## config.mk

```make
export PLATFORM = sky130hd
export DESIGN_NAME = ctr_timer_top
export DESIGN_NICKNAME = d
export VERILOG_FILES = /design/src/common/ctr_pkg.sv /design/src/common/ctr_cfg_if.sv /design/src/rtl/ctr_channel.sv /design/src/rtl/ctr_timer_top.sv
export SDC_FILE = /design/constraint.sdc
export NUM_CORES = 1
export LEC_CHECK = 0
export BUFFER_PORTS_ARGS = -buffer_cell sky130_fd_sc_hd__buf_2
export CAP_MARGIN = 20
export CORE_UTILIZATION = 64
export CTS_CLUSTER_DIAMETER = 50
export DETAILED_ROUTE_END_ITERATION = 10
export MAX_ROUTING_LAYER = met4
export PLACE_DENSITY = 0.82
export SETUP_SLACK_MARGIN = 0.1
export SLEW_MARGIN = 20
export SYNTH_ARGS = -nofsm -noshare
export SYNTH_HDL_FRONTEND = slang
export SYNTH_HIERARCHICAL = 1
export SYNTH_SLANG_ARGS = --single-unit
```

## constraint.sdc

```tcl
create_clock -name i_clk -period 9.9 [get_ports i_clk]
set_input_delay 0.99 -clock i_clk [delete_from_list [all_inputs] [get_ports i_clk]]
set_output_delay 0.99 -clock i_clk [all_outputs]
set_load 0.05 [all_outputs]
```

## src/common/ctr_pkg.sv

```systemverilog
// Package with register map, field layout, modes and constants for the counter/timer block
package ctr_pkg;
  // Number of channels
  localparam int NUM_CH = 2;
  // Register byte offsets, per channel stride 0x20
  localparam logic [7:0] CH_STRIDE = 8'h20;
  localparam logic [4:0] OFF_CTRL = 5'h00;
  localparam logic [4:0] OFF_LIMIT = 5'h04;
  localparam logic [4:0] OFF_WIDTH = 5'h08;
  localparam logic [4:0] OFF_COUNT = 5'h0c;
  localparam logic [4:0] OFF_RESULT = 5'h10;
  localparam logic [4:0] OFF_RESULT2 = 5'h14;
  localparam logic [4:0] OFF_STATUS = 5'h18;
  // Control field positions
  localparam int CTRL_EN = 0;
  localparam int CTRL_MODE_LSB = 1;
  localparam int CTRL_GATE_POL = 5;
  localparam int CTRL_START_SRC = 6;
  localparam int CTRL_START_FALL = 7;
  localparam int CTRL_STOP_SRC = 8;
  localparam int CTRL_STOP_FALL = 9;
  localparam int CTRL_OUT_POL = 10;
  localparam int CTRL_USE_GATE = 11;
  // Status field positions
  localparam int STAT_DONE = 0;
  localparam int STAT_BUSY = 1;
  // Reset values
  localparam logic [31:0] CTRL_RST = 32'h0000_0000;
  localparam logic [31:0] LIMIT_RST = 32'h0000_0002;
  localparam logic [31:0] WIDTH_RST = 32'h0000_0001;
  // Operating modes
  typedef enum logic [3:0] {
    MODE_IDLE = 4'h0,
    MODE_EVT_GATED = 4'h1,
    MODE_EVT_FREE = 4'h2,
    MODE_UPDOWN = 4'h3,
    MODE_FREQ = 4'h4,
    MODE_PERIOD = 4'h5,
    MODE_EDGE = 4'h6,
    MODE_EDGE_CONT = 4'h7,
    MODE_PULSE_CONT = 4'h8,
    MODE_ONE_SHOT = 4'h9,
    MODE_ONE_SHOT_REP = 4'ha
  } mode_t;
  // Measurement phases, Gray coded along the usual path
  typedef enum logic [1:0] {
    PH_ARM = 2'b00,
    PH_RUN = 2'b01,
    PH_SECOND = 2'b11,
    PH_DONE = 2'b10
  } phase_t;
endpackage

```

## src/common/ctr_cfg_if.sv

```systemverilog
// Interface carrying one channel's configuration and results
`timescale 1ns/10ps
interface ctr_cfg_if;
  logic [31:0] ctrl; // Control word
  logic [31:0] limit; // Period for the pulse output modes
  logic [31:0] width; // Active pulse length for outputs
  logic clear_done; // Pulse: done read-clear
  logic restart; // Pulse: control written
  logic [31:0] count; // Live count
  logic [31:0] result; // Latched result
  logic [31:0] result2; // Second latched result
  logic done; // Sticky done
  logic busy; // Channel active
  modport regs (output ctrl, limit, width, clear_done, restart,
                input count, result, result2, done, busy);
  modport chan (input ctrl, limit, width, clear_done, restart,
                output count, result, result2, done, busy);
endinterface

```

## src/rtl/ctr_channel.sv

```systemverilog
// One counter/timer channel: counting, measurement and pulse output
`timescale 1ns/10ps
module ctr_channel
  import ctr_pkg::*;
(
  input wire logic i_clk,
  input wire logic i_reset,
  input wire logic i_cnt_pin,
  input wire logic i_gate_pin,
  ctr_cfg_if.chan cfg,
  output logic o_out
);
  // Whole channel state
  typedef struct packed {
    logic [1:0] cnt_sync; // Count input synchroniser
    logic [1:0] gate_sync; // Gate input synchroniser
    logic cnt_prev; // Edge detect history
    logic gate_prev;
    logic [31:0] count;
    logic [31:0] result;
    logic [31:0] result2;
    logic done;
    phase_t phase;
    logic out;
  } chan_state_t;
  chan_state_t s;
  chan_state_t next_s;
  mode_t mode;
  logic en, gate_act, cnt_rise, gate_rise, gate_fall, cnt_fall, start_ev, stop_ev;

  // Select an edge from source and polarity
  function automatic logic pick_edge(input logic src_gate, input logic fall,
                                     input logic cr, input logic cf,
                                     input logic gr, input logic gf);
    if (src_gate) begin
      pick_edge = fall ? gf : gr;
    end else begin
      pick_edge = fall ? cf : cr;
    end
  endfunction

  // Decode control and edges from synchronised pins only
  always_comb begin
    mode = mode_t'(cfg.ctrl[CTRL_MODE_LSB +: 4]);
    en = cfg.ctrl[CTRL_EN];
    cnt_rise = s.cnt_sync[1] & ~s.cnt_prev;
    cnt_fall = ~s.cnt_sync[1] & s.cnt_prev;
    gate_rise = s.gate_sync[1] & ~s.gate_prev;
    gate_fall = ~s.gate_sync[1] & s.gate_prev;
    gate_act = s.gate_sync[1] ^ cfg.ctrl[CTRL_GATE_POL];
    start_ev = pick_edge(cfg.ctrl[CTRL_START_SRC], cfg.ctrl[CTRL_START_FALL],
                         cnt_rise, cnt_fall, gate_rise, gate_fall);
    stop_ev = pick_edge(cfg.ctrl[CTRL_STOP_SRC], cfg.ctrl[CTRL_STOP_FALL],
                        cnt_rise, cnt_fall, gate_rise, gate_fall);
  end

  // Next-state logic for all modes
  always_comb begin
    next_s = s;
    next_s.cnt_sync = {s.cnt_sync[0], i_cnt_pin};
    next_s.gate_sync = {s.gate_sync[0], i_gate_pin};
    next_s.cnt_prev = s.cnt_sync[1];
    next_s.gate_prev = s.gate_sync[1];
    if (cfg.clear_done) begin
      next_s.done = 1'b0;
    end
    if (cfg.restart || !en) begin
      // Fresh start on any control write or while disabled
      next_s.count = 32'h0000_0000;
      next_s.phase = PH_ARM;
      next_s.out = 1'b0;
    end else begin
      case (mode)
        MODE_EVT_GATED: begin
          if (cnt_rise && gate_act) next_s.count = s.count + 32'h1;
        end
        MODE_EVT_FREE: begin
          if (cnt_rise) next_s.count = s.count + 32'h1;
        end
        MODE_UPDOWN: begin
          if (cnt_rise) begin
            // Gate high counts up, low counts down
            next_s.count = s.gate_sync[1] ? s.count + 32'h1 : s.count - 32'h1;
          end
        end
        MODE_FREQ: begin
          // Count edges while the known-length gate pulse is active
          if (s.phase == PH_ARM && gate_act) next_s.phase = PH_RUN;
          if (s.phase != PH_DONE && gate_act && cnt_rise) begin
            next_s.count = s.count + 32'h1;
          end
          if (s.phase == PH_RUN && !gate_act) begin
            next_s.result = s.count;
            next_s.done = 1'b1;
            next_s.phase = PH_DONE;
          end
        end
        MODE_PERIOD: begin
          // Active phase from gate polarity; result is active, result2 period
          if (s.phase == PH_ARM && gate_act && !(s.gate_prev ^ cfg.ctrl[CTRL_GATE_POL])) begin
            next_s.phase = PH_RUN;
            next_s.count = 32'h1;
          end else if (s.phase == PH_RUN) begin
            next_s.count = s.count + 32'h1;
            if (!gate_act) begin
              next_s.result = s.count;
              next_s.phase = PH_SECOND;
            end
          end else if (s.phase == PH_SECOND) begin
            next_s.count = s.count + 32'h1;
            if (gate_act) begin
              next_s.result2 = s.count;
              next_s.done = 1'b1;
              next_s.phase = PH_DONE;
            end
          end
        end
        MODE_EDGE: begin
          if (s.phase == PH_ARM && start_ev) begin
            next_s.phase = PH_RUN;
            next_s.count = 32'h1;
          end else if (s.phase == PH_RUN) begin
            next_s.count = s.count + 32'h1;
            if (stop_ev) begin
              next_s.result = s.count;
              next_s.done = 1'b1;
              next_s.phase = PH_DONE;
            end
          end
        end
        MODE_EDGE_CONT: begin
          if (start_ev) begin
            // Each start edge closes one interval and opens the next
            if (s.phase == PH_RUN) begin
              next_s.result = s.count;
              next_s.done = 1'b1;
            end
            next_s.phase = PH_RUN;
            next_s.count = 32'h1;
          end else if (s.phase == PH_RUN) begin
            next_s.count = s.count + 32'h1;
          end
        end
        MODE_PULSE_CONT, MODE_ONE_SHOT, MODE_ONE_SHOT_REP: begin
          // Gate optionally qualifies generation; one-shots trigger on gate
          if (s.phase == PH_ARM) begin
            if (mode == MODE_PULSE_CONT ? (!cfg.ctrl[CTRL_USE_GATE] || gate_act)
                : (!cfg.ctrl[CTRL_USE_GATE] || (gate_act && !(s.gate_prev
                   ^ cfg.ctrl[CTRL_GATE_POL])))) begin
              next_s.phase = PH_RUN;
              next_s.count = 32'h0;
            end
          end else if (s.phase == PH_RUN) begin
            next_s.count = s.count + 32'h1;
            next_s.out = (s.count < cfg.width);
            if (mode == MODE_PULSE_CONT && cfg.ctrl[CTRL_USE_GATE] && !gate_act) begin
              next_s.phase = PH_ARM;
              next_s.out = 1'b0;
            end else if (s.count + 32'h1 >= cfg.limit) begin
              next_s.count = 32'h0;
              if (mode == MODE_ONE_SHOT) begin
                next_s.phase = PH_DONE;
                next_s.done = 1'b1;
              end else if (mode == MODE_ONE_SHOT_REP) begin
                next_s.phase = PH_ARM;
              end
            end
          end else begin
            next_s.out = 1'b0;
          end
        end
        default: begin
          next_s.count = s.count;
        end
      endcase
    end
  end

  // State register
  always_ff @(posedge i_clk or posedge i_reset) begin
    if (i_reset) begin
      s <= '0;
    end else begin
      s <= next_s;
    end
  end

  assign cfg.count = s.count;
  assign cfg.result = s.result;
  assign cfg.result2 = s.result2;
  assign cfg.done = s.done;
  assign cfg.busy = (s.phase == PH_RUN) || (s.phase == PH_SECOND);
  assign o_out = s.out ^ cfg.ctrl[CTRL_OUT_POL];
endmodule

```

## src/rtl/ctr_timer_top.sv

```systemverilog
// Two-channel counter/timer with APB register access
//
// Functional notes
// Two independent channels, each with own pins
// Gated counting: rising edges while gate active
// Ungated counting: every rising edge, gate ignored
// Up/down: gate high up, low down
// Frequency: count edges during external gate pulse
// Period mode: active phase and full period
// Edge-to-edge: selectable start and stop edges
// Continuous: measure between successive start edges
// Pulse output: continuous, one-shot, repeated one-shot
// Measure clock cycles; synchronise pins first
// Completion latches result and sets done
`timescale 1ns/10ps
module ctr_timer_top
  import ctr_pkg::*;
(
  input wire logic i_clk,
  input wire logic i_reset,
  input wire logic i_psel,
  input wire logic i_penable,
  input wire logic i_pwrite,
  input wire logic [7:0] i_paddr,
  input wire logic [31:0] i_pwdata,
  output logic [31:0] o_prdata,
  output logic o_pready,
  output logic o_pslverr,
  input wire logic [NUM_CH-1:0] i_cnt,
  input wire logic [NUM_CH-1:0] i_gate,
  output logic [NUM_CH-1:0] o_out
);
  ////////////////////////////////////////////////////////////////////////////
  // Register state, all in one struct
  typedef struct packed {
    logic [NUM_CH-1:0][31:0] ctrl;
    logic [NUM_CH-1:0][31:0] limit;
    logic [NUM_CH-1:0][31:0] width;
    logic [31:0] rdata;
    logic slverr;
    logic ack; // High in the second access cycle, drives pready
  } regs_state_t;
  regs_state_t r;
  regs_state_t next_r;
  logic [NUM_CH-1:0] clr_done; // Read-clear pulse per channel
  logic [NUM_CH-1:0] restart; // Control write pulse per channel
  logic access; // APB access phase
  logic [NUM_CH-1:0][31:0] ch_count, ch_res, ch_res2;
  logic [NUM_CH-1:0] ch_done, ch_busy;

  // One wait state lets read data and error come from flops and still
  // stand at the edge that samples pready high
  assign access = i_psel & i_penable;
  assign o_pready = r.ack;
  assign o_prdata = r.rdata;
  assign o_pslverr = r.slverr;

  ////////////////////////////////////////////////////////////////////////////
  // Bus decode and register updates
  always_comb begin
    next_r = r;
    clr_done = '0;
    restart = '0;
    // Ready rises only in the cycle after the first access cycle
    next_r.ack = access & ~r.ack;
    if (access && !r.ack) begin
      // First access cycle: capture read data and error
      next_r.rdata = 32'h0000_0000;
      next_r.slverr = 1'b0;
      if (i_paddr[7:5] >= 3'(NUM_CH) || i_paddr[1:0] != 2'b00) begin
        // Unmapped address answers with an error
        next_r.slverr = 1'b1;
      end else if (i_paddr[4:0] == OFF_CTRL) begin
        next_r.rdata = r.ctrl[i_paddr[5]];
      end else if (i_paddr[4:0] == OFF_LIMIT) begin
        next_r.rdata = r.limit[i_paddr[5]];
      end else if (i_paddr[4:0] == OFF_WIDTH) begin
        next_r.rdata = r.width[i_paddr[5]];
      end else if (i_paddr[4:0] == OFF_COUNT) begin
        next_r.rdata = ch_count[i_paddr[5]];
      end else if (i_paddr[4:0] == OFF_RESULT) begin
        next_r.rdata = ch_res[i_paddr[5]];
      end else if (i_paddr[4:0] == OFF_RESULT2) begin
        next_r.rdata = ch_res2[i_paddr[5]];
      end else if (i_paddr[4:0] == OFF_STATUS) begin
        // Reading status clears done; a new completion in the same cycle wins
        next_r.rdata = {30'h0, ch_busy[i_paddr[5]], ch_done[i_paddr[5]]};
        if (!i_pwrite) clr_done[i_paddr[5]] = 1'b1;
      end else begin
        next_r.slverr = 1'b1;
      end
    end else if (access && i_pwrite && !r.slverr) begin
      // Writes land at the edge that samples pready high; refused ones never
      if (i_paddr[4:0] == OFF_CTRL) begin
        next_r.ctrl[i_paddr[5]] = i_pwdata;
        restart[i_paddr[5]] = 1'b1;
      end else if (i_paddr[4:0] == OFF_LIMIT) begin
        next_r.limit[i_paddr[5]] = i_pwdata;
      end else if (i_paddr[4:0] == OFF_WIDTH) begin
        next_r.width[i_paddr[5]] = i_pwdata;
      end
    end
  end

  // Register file flops
  always_ff @(posedge i_clk or posedge i_reset) begin
    if (i_reset) begin
      r.ctrl <= {NUM_CH{CTRL_RST}};
      r.limit <= {NUM_CH{LIMIT_RST}};
      r.width <= {NUM_CH{WIDTH_RST}};
      r.rdata <= 32'h0000_0000;
      r.slverr <= 1'b0;
      r.ack <= 1'b0;
    end else begin
      r <= next_r;
    end
  end

  ////////////////////////////////////////////////////////////////////////////
  // Channel instances
  genvar g;
  generate
    for (g = 0; g < NUM_CH; g++) begin : gen_ch
      ctr_cfg_if cfg_bus ();
      assign cfg_bus.ctrl = r.ctrl[g];
      assign cfg_bus.limit = r.limit[g];
      assign cfg_bus.width = r.width[g];
      // Set wins over clear inside the channel
      assign cfg_bus.clear_done = clr_done[g] & ~restart[g];
      assign cfg_bus.restart = restart[g];
      assign ch_count[g] = cfg_bus.count;
      assign ch_res[g] = cfg_bus.result;
      assign ch_res2[g] = cfg_bus.result2;
      assign ch_done[g] = cfg_bus.done;
      assign ch_busy[g] = cfg_bus.busy;
      // Independent channel per index
      ctr_channel u_ch (
        .i_clk(i_clk),
        .i_reset(i_reset),
        .i_cnt_pin(i_cnt[g]),
        .i_gate_pin(i_gate[g]),
        .cfg(cfg_bus),
        .o_out(o_out[g])
      );
    end
  endgenerate
endmodule

```

==> metrics.txt <==
Final Util=0.678; type of origin of the critical path=flip-flop; Resized Gates After CTS=0; vias=26100; max-slew violation count=0; hold slack=346 ps; Post-Syn Area=0.0300 sq mm; clk root buf=clkbuf_16; buffers and inverters on the worst path=1; Final Cycle Share=0.581; final net count=3166; die area=0.0478 sq mm; WL/cell=28.4 um; Seq cells post-synth=438; 1st-pass router iterations=6; Area Growth Syn to Fin=3.36%; wirelength, routed=103 mm; Ports=85; DRC=0; final hold violation count=0; Critical Path RT=10400 ps; initial antenna violation count=3; CTS buffer count=55; clk slew on worst S/H paths=50 ps; critical path type=flip-flop to flip-flop; I/O Buffers=84; largest net degree at the start of global routing=83; H-Tree Depth=2; Avg Cell Area, Syn=9.34 sq um; gp weighted congestion=1.04; share of the synthesized area in the top cell type=0.362; row count=78; core area=0.0458 sq mm; Detail Placement HPWL=70.9 mm; pwr/cell area=133 mW/mm^2; area of placed instances=0.0291 sq mm; Post-synth EDFFs=0; gr usage total=0.449; die width=219 um; DIE HEIGHT=219 um; Gate Count Post-Synth=3212; CP cell instances=and4_1 -> nand3_1 -> nor4b_2 -> and3_1 -> nand3_1 -> xor2_1 -> inv_1 -> ha_1 -> nand4_1 -> nor4_1 -> a21boi_0 -> nor2_1 -> a211oi_1 -> mux2_2; vias in the first global route=26000; min Tclk post-route=5750 ps; hold_buf cts=0; Bufs on Longest Clock Path=3; cell taking the most area after synthesis=dfrtp_1; Starting Density=0.656; Post-Syn Nets=3391; post-synthesis cell type count=104; Max FO, Critical Path=19; Critical-path top delay cell=dfrtp_1; Worst Skew=16.3 ps; status=finished clean; ys flop type=dfrtp_1; pre-CTS setup slack=4340 ps; clock tree sinks=438; layout cells sized above 1=0.162; Power, Total=4.13 mW; grt total ovfl=0; Async SR Flop Fraction=1.00; Placed Cells=3530; achievable clock frequency=174 MHz; # fillers=3452; top post-synthesis cells by area=dfrtp_1 36%, mux2_2 7.3%, mux2i_1 5.6%; CTS tree=yes; drt via density=7.18; Fin Setup TNS=0 ps; RSZ-0062 raised after global routing=no; crit path DAT=6250 ps; Slew @ Worst Pin=1100 ps; Worst path max stage delay=750 ps; setup bufs post-CTS=0; crit-path most repeated cell=nand3_1; Worst setup EP type=flip-flop; Max-cap violations=0; fin cells=3635; final setup vio count=0; top-count cell post-synth=dfrtp_1; setup ws final=4150 ps; Slew HR=0.267; HP Class=flip-flop to flip-flop; delay-heaviest family, CP=simple AND/OR/NAND/NOR gates; Post-DRT Antenna Nets=0; Synth top cells by count=434 x dfrtp_1, 302 x nand2_1, 195 x buf_4, 194 x mux2_2, 187 x o21ai_0; Iter 0 DRT Violations=3447; Clk Latency, worst-skew pair=630 ps; LEAKAGE=14.4 nW; sequential fraction of the synthesis area=0.365; Max VDD drop=0.138 mV; Final Instance Area=0.0310 sq mm; first-pass GRT wire length=157 mm; Yosys Warn Count=6
[final cells by class]
cell class                 instances  area (sq um)  share of cell area
clock inverter                    32           358              0.0115
clock buffer                      71          1540              0.0496
multi-input combinational       2211         16100               0.518
antenna                            2          5.00            0.000161
sequential                       438         11000               0.354
timing repair buffer             121           708              0.0228
inverter                         160           613              0.0198
tap                              600           751              0.0242
[layer usage]
| metal | share of wire | up-vias | track usage |
|---|---|---|---|
| met5 | 0 | - | - |
| met4 | 0.068 | 0 | 0.248 |
| met3 | 0.13 | 507 | 0.125 |
| met2 | 0.44 | 1915 | 0.658 |
| met1 | 0.37 | 12700 | 0.560 |
| li1 | - | 11000 | - |
[path summary, 6_finish.rpt]
| check | startpoint | end | slack [ps] | depth (start not counted) |
|---|---|---|---|---|
| setup / recovery | gen_ch[1].u_ch/cfg.count[2] | gen_ch[1].u_ch/s[1] | 4150 | 14 |
| hold reg to reg | gen_ch[1].u_ch/next_s[103] | gen_ch[1].u_ch/next_s[100] | 350 | 0 |
| hold / removal | gen_ch[1].u_ch/next_s[103] | gen_ch[1].u_ch/next_s[100] | 350 | 0 |
| min in group asynchronous | i_reset | gen_ch[1].cfg_bus.ctrl[4] | 490 | 2 |
| max in group asynchronous | i_reset | gen_ch[1].cfg_bus.limit[23] | 7060 | 4 |
| setup reg to reg | gen_ch[1].u_ch/cfg.count[2] | gen_ch[1].u_ch/s[1] | 4150 | 14 |
[kinds of logic (layout without fill, tap and decap cells)]
logic type,count (synthesis),count (layout),synth area share
compound gates,695,695,0.153
xor+xnor,79,79,0.0231
fa+ha+maj,130,130,0.0542
buf+inv,563,384,0.0999
flops,438,438,0.365
mux,427,427,0.155
other cells,0,2,0
simple gates,880,880,0.150
[where the power goes]
group	leakage [nW]	switching [mW]	internal, mW	total (mW)
combinational	7.42	0.161	0.0562	0.217
sequential	6.07	0.0129	1.80	1.81
clock	0.923	0.881	1.22	2.10
total	14.4	1.06	3.08	4.13
[cells in the final DEF, fill, tap and decap left out, drive strengths merged, types with 19 or more instances in the layout]
cell,Yosys,final
inv,160,173
or3,19,19
ha,130,130
nand4,40,40
o22ai,40,40
o2111ai,37,37
nor2b,57,57
a211oi,20,20
a22oi,41,41
xnor2,46,46
o21ai,194,194
nor3,62,62
o211ai,35,35
a2111oi,33,33
nand3,92,92
mux2,256,256
clkbuf,134,71
mux2i,167,167
xor2,33,33
nand2,305,305
a21oi,149,149
nor4,33,33
dfrtp,434,434
buf,269,121
and3,30,30
a21o,24,24
nand2b,20,20
nor2,121,121
[worst register-to-register path, delay by kind of cell (launching register included)]
kind	cells	cell delay, ps
flops	1	750
compound gates	2	1030
mux	1	390
fa+ha+maj	1	300
simple gates	8	2860
buf+inv	1	70
xor+xnor	1	230
[state kept, by name, summed over array words and instances, names as in the netlist, 10 cells and up]
| register | flops |
|---|---|
| gen_ch.cfg_bus.ctrl | 64 |
| gen_ch.cfg_bus.limit | 64 |
| gen_ch.cfg_bus.width | 64 |
| gen_ch.u_ch/cfg.count | 64 |
| gen_ch.u_ch/cfg.result2 | 64 |
| gen_ch.u_ch/cfg.result | 64 |
| o_prdata | 32 |
| gen_ch.u_ch/s | 10 |
(Power assumes the default switching activity.)
